## src/async_serial_display_port_pkg.sv

```systemverilog
// Shared types and constants of the asynchronous serial display port.
// Assumes a single system clock; all settings are unsigned counts of setting units.
package async_serial_display_port_pkg;

  // ==========================================================================
  // sizes and defaults
  localparam int DATA_W = 8;
  localparam int SET_W = 8;
  localparam int HALF_DIV_DEF = 1;
  localparam int FIFO_DEPTH = 2;

  // ==========================================================================
  // idle levels of the link outputs
  localparam logic IDLE_DATA = 1'b0;
  localparam logic OE_RELEASED = 1'b1;
  localparam logic OE_DRIVING = 1'b0;
  localparam logic RS_IDLE = 1'b0;
  localparam logic CLK_IDLE = 1'b1;

  // ==========================================================================
  // modes and states
  typedef enum logic [1:0] {
    LINK_3WIRE = 2'h0,
    LINK_4WIRE = 2'h1,
    LINK_5WIRE_CLK = 2'h2,
    LINK_5WIRE_SEL = 2'h3
  } link_mode_e;

  typedef enum logic [1:0] {
    ST_IDLE = 2'b01,
    ST_ACCESS = 2'b10
  } port_state_e;

  // ==========================================================================
  // carriers
  typedef struct packed {
    logic is_read;
    logic regsel;
    logic [DATA_W-1:0] data;
  } cmd_s;

  typedef struct packed {
    logic [SET_W-1:0] clock_period_setting;
    logic [SET_W-1:0] read_size_setting;
    logic [SET_W-1:0] write_size_setting;
    logic [SET_W-1:0] read_clock_rise_setting;
    logic [SET_W-1:0] read_clock_fall_setting;
    logic [SET_W-1:0] write_clock_rise_setting;
    logic [SET_W-1:0] write_clock_fall_setting;
    logic [SET_W-1:0] clock_offset_setting;
    logic [SET_W-1:0] regsel_assert_setting;
    logic [SET_W-1:0] regsel_release_setting;
    logic [SET_W-1:0] select_assert_setting;
    logic [SET_W-1:0] select_release_setting;
    logic [SET_W-1:0] read_sample_point_setting;
  } timing_s;

endpackage

```

## src/async_serial_display_port.sv

```systemverilog
// Asynchronous serial display port: shifts command words out to a display
// panel over a 3-, 4- or 5-wire link and shifts read words back in.
// Assumes settings and mode are held stable while busy is high.
module async_serial_display_port
  import async_serial_display_port_pkg::*;
#(
  parameter int HALF_DIV = HALF_DIV_DEF
) (
  input wire logic sys_clk,
  input wire logic rst_n,
  input wire link_mode_e link_mode,
  input wire logic select_active_high,
  input wire logic clock_invert,
  input wire timing_s timing,
  input wire cmd_s cmd_data,
  input wire logic cmd_valid,
  output logic cmd_ready,
  input wire logic serial_data_in,
  output logic serial_data_out,
  output logic serial_data_out_enable,
  output logic panel_select_n,
  output logic panel_serial_clock,
  output logic register_select,
  output logic [DATA_W-1:0] read_data,
  output logic read_valid,
  output logic busy
);

  localparam int DIV_W = $clog2(HALF_DIV + 1);
  localparam int BIT_W = $clog2(DATA_W);
  localparam int AW = SET_W + 2;

  if (HALF_DIV < 1 || DATA_W < 2) begin : g_check
    $error("HALF_DIV must be at least 1 and DATA_W at least 2");
  end

  // ==========================================================================
  // half interface clock period enable
  logic [DIV_W-1:0] div_q;
  logic tick_q;

  always_ff @(posedge sys_clk or negedge rst_n) begin
    if (!rst_n) begin
      div_q <= '0;
      tick_q <= 1'b0;
    end else if (div_q == DIV_W'(HALF_DIV - 1)) begin
      div_q <= '0;
      tick_q <= 1'b1;
    end else begin
      div_q <= div_q + 1'b1;
      tick_q <= 1'b0;
    end
  end

  // ==========================================================================
  // input synchroniser for the panel's read data
  logic sdi_meta_q;
  logic sdi_q;

  always_ff @(posedge sys_clk or negedge rst_n) begin
    if (!rst_n) begin
      sdi_meta_q <= 1'b0;
      sdi_q <= 1'b0;
    end else begin
      sdi_meta_q <= serial_data_in;
      sdi_q <= sdi_meta_q;
    end
  end

  // ==========================================================================
  // two-entry command buffer; a stalled link backs up into cmd_ready
  cmd_s buf_mem [FIFO_DEPTH];
  logic wr_ptr_q;
  logic rd_ptr_q;
  logic [1:0] count_q;
  logic [1:0] count_d;
  logic push;
  logic pop;
  port_state_e state_q;

  assign push = cmd_valid && cmd_ready;
  assign pop = (state_q == ST_IDLE) && (count_q != 2'h0);

  always_comb begin
    count_d = count_q;
    if (push && !pop) begin
      count_d = count_q + 2'h1;
    end else if (pop && !push) begin
      count_d = count_q - 2'h1;
    end
  end

  always_ff @(posedge sys_clk) begin
    if (push) begin
      buf_mem[wr_ptr_q] <= cmd_data;
    end
  end

  always_ff @(posedge sys_clk or negedge rst_n) begin
    if (!rst_n) begin
      wr_ptr_q <= 1'b0;
      rd_ptr_q <= 1'b0;
      count_q <= 2'h0;
      cmd_ready <= 1'b0;
    end else begin
      wr_ptr_q <= wr_ptr_q ^ push;
      rd_ptr_q <= rd_ptr_q ^ pop;
      count_q <= count_d;
      cmd_ready <= count_d != 2'(FIFO_DEPTH);
    end
  end

  // ==========================================================================
  // access timer: facc counts floor(k/2)*p, cacc counts p per half period after offset
  cmd_s cur_q;
  logic [BIT_W-1:0] bit_q;
  logic [AW-1:0] facc_q;
  logic [AW-1:0] cacc_q;
  logic odd_q;
  logic sampled_q;
  logic [DATA_W-1:0] shift_q;
  logic [AW-1:0] per;
  logic [SET_W-1:0] size;
  logic [SET_W-1:0] rise;
  logic [SET_W-1:0] fall;
  logic first_bit;
  logic last_bit;
  logic done;
  logic clk_run;
  logic do_sample;

  // a zero period would freeze the counters, so it is served as one unit
  assign per = (timing.clock_period_setting == '0) ? AW'(1) : AW'(timing.clock_period_setting);
  assign size = cur_q.is_read ? timing.read_size_setting : timing.write_size_setting;
  assign rise = cur_q.is_read ? timing.read_clock_rise_setting : timing.write_clock_rise_setting;
  assign fall = cur_q.is_read ? timing.read_clock_fall_setting : timing.write_clock_fall_setting;
  assign first_bit = bit_q == BIT_W'(DATA_W - 1);
  assign last_bit = bit_q == '0;
  // done marks the last half period, so an access spans 2*ceil(size/p) of them, or 2 when size is 0
  assign done = odd_q && (facc_q + per >= AW'(size));
  assign clk_run = facc_q >= AW'(timing.clock_offset_setting);
  assign do_sample = cur_q.is_read && !sampled_q &&
                     (done || facc_q >= AW'(timing.read_sample_point_setting));

  always_ff @(posedge sys_clk or negedge rst_n) begin
    if (!rst_n) begin
      state_q <= ST_IDLE;
      cur_q <= '0;
      bit_q <= '0;
      facc_q <= '0;
      cacc_q <= '0;
      odd_q <= 1'b0;
    end else begin
      case (state_q)
        ST_IDLE: begin
          if (pop) begin
            state_q <= ST_ACCESS;
            cur_q <= buf_mem[rd_ptr_q];
            bit_q <= BIT_W'(DATA_W - 1);
            facc_q <= '0;
            cacc_q <= '0;
            odd_q <= 1'b0;
          end
        end
        ST_ACCESS: begin
          if (tick_q) begin
            if (done) begin
              facc_q <= '0;
              cacc_q <= '0;
              odd_q <= 1'b0;
              bit_q <= bit_q - 1'b1;
              if (last_bit) begin
                state_q <= ST_IDLE;
              end
            end else begin
              odd_q <= !odd_q;
              if (odd_q) begin
                facc_q <= facc_q + per;
              end
              if (clk_run) begin
                cacc_q <= cacc_q + per;
              end
            end
          end
        end
        default: begin
          state_q <= ST_IDLE;
        end
      endcase
    end
  end

  // ==========================================================================
  // read shifter, msb first
  always_ff @(posedge sys_clk or negedge rst_n) begin
    if (!rst_n) begin
      sampled_q <= 1'b0;
      shift_q <= '0;
      read_data <= '0;
      read_valid <= 1'b0;
    end else begin
      read_valid <= 1'b0;
      if (state_q == ST_ACCESS && tick_q) begin
        if (do_sample) begin
          shift_q <= {shift_q[DATA_W-2:0], sdi_q};
        end
        sampled_q <= done ? 1'b0 : (sampled_q || do_sample);
        if (done && last_bit && cur_q.is_read) begin
          read_data <= do_sample ? {shift_q[DATA_W-2:0], sdi_q} : shift_q;
          read_valid <= 1'b1;
        end
      end
    end
  end

  // ==========================================================================
  // link outputs, computed per half period and registered
  logic sel_on;
  logic rs_on;
  logic clk_low;
  logic sel_d;
  logic sclk_d;
  logic sdo_d;
  logic oe_d;
  logic rs_d;
  logic active;

  assign active = state_q == ST_ACCESS;

  always_comb begin
    // chip select spans the word: asserts in the first access, releases in the last
    sel_on = (!first_bit || facc_q >= AW'(timing.select_assert_setting)) &&
             (!last_bit || facc_q < AW'(timing.select_release_setting));
    if (link_mode == LINK_5WIRE_SEL) begin
      rs_on = (!first_bit || facc_q >= AW'(timing.regsel_assert_setting)) &&
              (!last_bit || facc_q < AW'(timing.regsel_release_setting));
    end else begin
      rs_on = facc_q >= AW'(timing.regsel_assert_setting) &&
              facc_q < AW'(timing.regsel_release_setting);
    end
    // half-period compare realises ceil(2*x/p) half periods
    clk_low = clk_run && cacc_q >= AW'({rise, 1'b0}) &&
              cacc_q < AW'({fall, 1'b0});
    sel_d = select_active_high ? 1'b0 : 1'b1;
    sclk_d = CLK_IDLE ^ clock_invert;
    sdo_d = IDLE_DATA;
    oe_d = (link_mode == LINK_3WIRE) ? OE_RELEASED : OE_DRIVING;
    rs_d = RS_IDLE;
    if (active) begin
      sel_d = sel_on ^ !select_active_high;
      sclk_d = (clk_low ? 1'b0 : 1'b1) ^ clock_invert;
      if (!cur_q.is_read) begin
        sdo_d = cur_q.data[bit_q];
      end
      if (link_mode == LINK_3WIRE) begin
        oe_d = cur_q.is_read ? OE_RELEASED : OE_DRIVING;
      end
      if (link_mode == LINK_5WIRE_CLK || link_mode == LINK_5WIRE_SEL) begin
        rs_d = rs_on && cur_q.regsel;
      end
    end
  end

  always_ff @(posedge sys_clk or negedge rst_n) begin
    if (!rst_n) begin
      panel_select_n <= 1'b1;
      panel_serial_clock <= CLK_IDLE;
      serial_data_out <= IDLE_DATA;
      serial_data_out_enable <= OE_RELEASED;
      register_select <= RS_IDLE;
      busy <= 1'b0;
    end else begin
      if (tick_q || state_q == ST_IDLE) begin
        panel_select_n <= sel_d;
        panel_serial_clock <= sclk_d;
        serial_data_out <= sdo_d;
        serial_data_out_enable <= oe_d;
        register_select <= rs_d;
      end
      busy <= (state_q == ST_ACCESS) || (count_q != 2'h0);
    end
  end

endmodule

```

## config.mk

```make
export PLATFORM = sky130hd
export DESIGN_NAME = async_serial_display_port
export DESIGN_NICKNAME = d
export VERILOG_FILES = /design/src/async_serial_display_port_pkg.sv /design/src/async_serial_display_port.sv
export SDC_FILE = /design/constraint.sdc
export NUM_CORES = 1
export LEC_CHECK = 0
export BUFFER_PORTS_ARGS = -buffer_cell sky130_fd_sc_hd__buf_2
export CELL_PAD_IN_SITES_DETAIL_PLACEMENT = 0
export CELL_PAD_IN_SITES_GLOBAL_PLACEMENT = 1
export CORE_UTILIZATION = 39
export CTS_BUF_LIST = sky130_fd_sc_hd__clkbuf_8
export CTS_CLUSTER_DIAMETER = 30
export DETAILED_ROUTE_END_ITERATION = 10
export GPL_TIMING_DRIVEN = 0
export PLACE_DENSITY_LB_ADDON = 0.1
export SYNTH_ARGS = -nofsm -noshare
export SYNTH_HDL_FRONTEND = slang
export SYNTH_SLANG_ARGS = --single-unit
```

## constraint.sdc

```tcl
create_clock -name sys_clk -period 3.71 [get_ports sys_clk]
set_clock_uncertainty 0.1 [all_clocks]
set_input_delay 0 -clock sys_clk [delete_from_list [all_inputs] [get_ports sys_clk]]
set_output_delay 0 -clock sys_clk [all_outputs]
set_load 0.02 [all_outputs]
```

Yosys cells after proc, flatten, opt, wreduce, memory -nomap -nowiden
Memory sizes are Yosys's and may differ from the RTL's. A register that Yosys moved wholly into a read port is not among the register bits.
Cells that the tools add are included.
{"block": "classes", "bitwise": 5, "addsub": 6, "n_reduce_logical": 45, "muxes": 51, "eq_ne": 12, "n_lt_le_gt_ge": 10}
{"operator": "10-bit two-way mux", "n": 7}
{"operator": "10-bit by 8-bit >= comparator with 1-bit output", "n": 5}
{"operator": "8-bit two-way mux", "n": 5}
{"operator": "10-bit case mux with 2 select lines", "n": 2}
{"operator": "1-bit two-way mux", "n": 24}
{"operator": "10-bit by 8-bit adder with 10-bit output", "n": 2}
{"operator": "10-bit by 8-bit less-than comparator with 1-bit output", "n": 2}
{"operator": "1-bit logical AND", "n": 16}
{"operator": "4-bit AND reduction", "n": 4}
{"operator": "2-bit two-way mux", "n": 6}
{"operator": "10-bit by 9-bit >= comparator with 1-bit output", "n": 1}
{"operator": "10-bit by 9-bit less-than comparator with 1-bit output", "n": 1}
{"operator": "2-bit != test, second input constant", "n": 5}
{"operator": "1-bit logical OR", "n": 9}
{"operator": "3-bit two-way mux", "n": 3}
{"operator": "1-bit logical NOT", "n": 8}
{"operator": "8-bit logical NOT", "n": 1}
{"operator": "2-bit == test, second input constant", "n": 3}
{"operator": "3-bit != test, second input constant", "n": 2}
{"operator": "3-bit case mux with 2 select lines", "n": 1}
{"operator": "3-bit by 4-bit less-than comparator with 1-bit output, second input constant", "n": 1}
{"operator": "2-bit case mux with 2 select lines", "n": 1}
{"operator": "2-bit AND reduction", "n": 2}
{"operator": "2-bit nonzero test", "n": 2}
{"operator": "other kinds (13)", "n": 16}
{"block": "totals", "inputBits": 122, "reg_bits": 59, "mem_count": 1, "out_inout_bits": 16, "ramBits": 20, "elab_cells": 153}
{"name": "buf_mem", "words": 2, "word_bits": 10, "read_ports": 1, "rd_ports_with_merged_regs": 1, "wr": 1, "line": "async_serial_display_port.sv:72", "text": "cmd_s buf_mem [FIFO_DEPTH];"}

Logic depth before layout (Yosys ltp)
{"block": "logic_depth", "word_depth": 9, "ltp_mapped": 19, "mapped_depth_nobuf": 17}

Least setup slack after synthesis
OpenSTA, ideal clock, no wires.
{"block": "synth_path", "path_kind": "reg-to-reg", "startpoint": "register facc_q[3]", "endpoint": "register cacc_q[2]", "stages_incl_launch_ff": 16, "n_path_buf": 1, "period_less_slack_ps": 3945, "slack_ps": -235, "setup_time_ps": 69, "arrival_time_ps": 3775, "required_time_ps": 3541, "path_cell_list": "dfrtp_1 -> ha_1 -> a21o_1 -> a221oi_2 -> o21ai_0 -> xnor2_1 -> ha_1 -> a21oi_1 -> o21ai_0 -> a311oi_1 -> o21ai_0 -> o41a_1 -> nand2b_4 -> buf_6 -> or4_1 -> nand3_1"}
{"block": "synth_via", "elab_chain_len": 6, "elab_cells_between_ends": 9, "classes_between": "add/sub (1); order compare (2); eq/ne (1); mux (3); reduce/logical (2)"}
{"element": "start: declaration", "line": "async_serial_display_port.sv:117", "text": "logic [AW-1:0] facc_q;"}
{"element": "start signal: assignment", "line": "async_serial_display_port.sv:178", "text": "facc_q <= facc_q + per;"}
{"element": "10-bit by 8-bit adder with 10-bit output", "line": "async_serial_display_port.sv:140", "text": "assign done = odd_q && (facc_q + per >= AW'(size));"}
{"element": "10-bit by 8-bit >= comparator with 1-bit output", "line": "async_serial_display_port.sv:140"}
{"element": "1-bit logical AND", "line": "async_serial_display_port.sv:140"}
{"element": "10-bit two-way mux", "line": "async_serial_display_port.sv:167", "text": "if (done) begin"}
{"element": "10-bit two-way mux", "line": "async_serial_display_port.sv:166", "text": "if (tick_q) begin"}
{"element": "10-bit case mux with 2 select lines", "line": "async_serial_display_port.sv:154", "text": "case (state_q)"}
{"element": "end signal: assignment", "line": "async_serial_display_port.sv:181", "text": "cacc_q <= cacc_q + per;"}
{"element": "end: declaration", "line": "async_serial_display_port.sv:118", "text": "logic [AW-1:0] cacc_q;"}
Parallel ways exist; a longest one is shown, timed or not. The select of a mux whose other input is x is not followed.
A chain may end at the register's enable or synchronous reset.

Final worst setup path
{"block": "layout_path", "startpoint": "register facc_q[3]", "endpoint": "register read_data[2]"}
{"block": "layout_via", "elab_chain_len": 6, "elab_cells_between_ends": 10, "classes_between": "add/sub (1); order compare (2); mux (1); reduce/logical (6)"}
{"element": "10-bit by 8-bit adder with 10-bit output", "line": "async_serial_display_port.sv:140"}
{"element": "10-bit by 8-bit >= comparator with 1-bit output", "line": "async_serial_display_port.sv:140"}
{"element": "1-bit logical AND", "line": "async_serial_display_port.sv:140"}
{"element": "1-bit logical OR / 1-bit logical AND (equally long branches)", "line": "async_serial_display_port.sv:143, async_serial_display_port.sv:208"}
{"element": "1-bit logical AND (on tied branches)", "line": "async_serial_display_port.sv:142, async_serial_display_port.sv:208"}
{"element": "8-bit two-way mux / 2-bit AND reduction (equally long branches)"}
{"element": "end signal: assignment", "line": "async_serial_display_port.sv:209", "text": "read_data <= do_sample ? {shift_q[DATA_W-2:0], sdi_q} : shift_q;"}
{"element": "end: declaration", "line": "async_serial_display_port.sv:24", "text": "output logic [DATA_W-1:0] read_data,"}
Parallel ways exist; a longest one is shown, timed or not.

==> impl_metrics.json <==
{
  "cts_tree": "yes",
  "io_pins": 138,
  "ys_ff_latch": 88,
  "violations": "negative setup slack",
  "drc": 0,
  "antenna_left": 0,
  "die_area_mm2": 0.01607,
  "num_rows": 45,
  "io_buffers": 137,
  "grt_overflow_total": 0,
  "vias": 5037,
  "synth_area_leaders": "dfrtp_1 (26%), ha_1 (19%), edfxtp_1 (9.9%)",
  "netlist.area_leader.share_pct": 26.39,
  "start_kind": "flop",
  "layout.cells.non_filler": 992,
  "yosys.area.top_type": "dfrtp_1",
  "ctsLongestPathBuffers": 2,
  "setup_violations": 19,
  "tightestPinTransition_ns": 1.044,
  "synth_edf_count": 20,
  "gp_congestion": 0.7892,
  "grt_pass1_wl_mm": 24.38,
  "max_slew_margin_pct": 30.38,
  "grt_util_all_layers_pct": 19.38,
  "min_period_over_period_pct": 102.5,
  "hold_viol_final": 0,
  "synth_commonest_cells": "ha_1 (91), dfrtp_1 (64), inv_1 (60)",
  "powerDensity_mw_per_mm2": 572.9,
  "wl_per_cell_um": 15.04,
  "syn-num-nets": 816,
  "ys.flop_type": "dfrtp_1",
  "p_total_mw": 4.597,
  "critical_path_class": "reg2reg",
  "cts_buffers": 9,
  "area_growth_pct": 32.20,
  "r2r_slack_ns": -0.09,
  "avgSynthCellArea_um2": 10.10,
  "drv_cap": 0,
  "fin_tns_setup_ns": -1.081,
  "antenna_found_initial": 0,
  "ys_types": 57,
  "nNetsFinal": 1014,
  "dp_cells": 927,
  "die_w_um": 126.8,
  "seq_area_frac_synth_pct": 38.01,
  "finalCriticalPeriod_ns": 3.804,
  "layout-drive-gt1-share_pct": 32.09,
  "rsz0062_at_grt": "true",
  "grt_max_degree": 69,
  "cts_root_buf": "clkbuf_8",
  "yosys_warnings": 0,
  "core_mm2": 0.01520,
  "fin_ws_ns": -0.09420,
  "grt_pass1_vias": 5093,
  "start_util_pct": 39.93,
  "yosysMostFrequentCell": "ha_1",
  "drt_iter0_markers": 197,
  "postSynthCellCount": 601,
  "status": "finished with violations",
  "dp_hpwl_mm": 11.08,
  "clk_latency_ns": 0.38,
  "cts.reportedPaths.clkPinSlew_ns": 0.11,
  "syn-cell-area_mm2": 0.006070,
  "dr.pass1.iters": 4,
  "htree_levels": 3,
  "drv_slew": 0,
  "leakage_nw": 4.233,
  "die_h_um": 126.8,
  "endpoint_kind": "flop",
  "cp.required_ns": 3.88,
  "clock-sinks": 88,
  "wl_mm": 14.92,
  "vias_per_cell": 5.078,
  "async_flop_share_pct": 77.27,
  "cp_max_fo": 5,
  "ir_drop_mv": 0.2628,
  "antenna_cells": 0,
  "cp.arrival_ns": 3.97,
  "hp-class": "in2async",
  "placed_area_mm2": 0.007067,
  "max_freq_mhz": 262.9,
  "stdcell_area_mm2": 0.008024
}
routing by layer:
layer / track usage, % / up-vias / share of wire [%]
li1: - / 2563 / -
met1: 24.32 / 2367 / 46
met2: 34.06 / 94 / 49
met3: 3.332 / 13 / 3.9
met4: 5.882 / 0 / 1.2
met5: 0 / - / 0
cell families (layout without fill, tap and decap cells):
kind of cell    after synthesis  count (layout)  synth area share (%)
buf+inv                      77             280                 4.948
xor+xnor                     16              16                 2.309
simple gates                115             115                 9.194
compound gates              158             158                 16.70
flops                        88              88                 38.01
other cells                   1               1               0.06178
fa+ha+maj                    93              93                 19.42
mux                          53              53                 9.359
metrics by stage:
| step | worst slack, ns | hold WS (ns) | util (%) |
|---|---|---|---|
| floorplan | 0.02041 | -0.3956 | - |
| global placement | -0.9765 | 0.007900 | 46.29 |
| detailed placement | -0.9833 | -0.05788 | 46.49 |
| CTS | -0.1812 | 0.02351 | 51.56 |
| global route | -0.3005 | 0.04384 | 52.78 |
| finish | -0.09420 | 0.03439 | 52.78 |
cell type report:
cell class | count | area (um2)
clock inverters | 7 | 73.82
multi-input cells | 436 | 3762
well taps | 188 | 235.2
repair buffers | 189 | 1204
flip-flops and latches | 88 | 2313
clock buffers | 9 | 123.9
inverters | 60 | 225.2
fillers | 1421 | 7178
plain buffers | 15 | 86.33
what timing repair did:
item	in CTS	in global routing
setup buffers	25	6
setup endpoints to repair	41	42
pin swaps	28	36
cloned	2	0
resized for setup	56	32
hold buffers	19	0
hold endpoints to repair	96	0
sequential cells by signal, summed over array words and instances (netlist names), 2 cells and up:
signal     count
bit_q          3
read_data      8
cur_q         10
cacc_q        10
facc_q        10
buf_mem       20
count_q        2
shift_q        8
state_q        2
where the power goes:
group	switching, mW	internal (mW)	leakage (nW)
Combinational	1.33	1.17	3.10
Sequential	0.186	1.25	1.04
Clock	0.404	0.264	0.101
Total	1.92	2.68	4.23
worst max-delay path, cell delays in order, from the launching register on:
cell,delay [ns]
dfrtp_2,0.45
ha_4,0.26
a21o_1,0.21
a221oi_4,0.34
buf_4,0.20
xnor2_4,0.13
ha_1,0.29
a21oi_2,0.14
o21ai_1,0.08
a311oi_1,0.19
o21ai_1,0.11
o41a_1,0.40
o21ai_2,0.24
buf_6,0.18
buf_6,0.10
mux2i_2,0.19
a21oi_1,0.09
placed cells by master, fill, tap and decap left out, types with 10 or more instances in the layout:
| cell type | instances |
|---|---|
| mux2i_1 | 40 |
| buf_6 | 13 |
| buf_4 | 20 |
| nand2b_1 | 11 |
| ha_1 | 87 |
| dlygate4sd3_1 | 19 |
| nand2_1 | 26 |
| mux2_2 | 10 |
| nor2_1 | 33 |
| a21oi_1 | 42 |
| a21o_1 | 17 |
| clkbuf_8 | 10 |
| dfrtp_1 | 59 |
| o21ai_0 | 25 |
| clkbuf_1 | 10 |
| buf_2 | 136 |
| edfxtp_1 | 20 |
| inv_1 | 60 |
final timing paths:
path	depth (start not counted)	start	endpoint
hold / removal	3	rst_n	facc_q[1]
max in group asynchronous	3	rst_n	state_q[0]
setup reg to reg	16	facc_q[3]	read_data[2]
setup / recovery	16	facc_q[3]	read_data[2]
min in group sys_clk	3	timing[97]	cacc_q[1]
hold reg to reg	0	sdi_meta_q	sdi_q
Note: power is estimated with default switching activity, not from simulation.
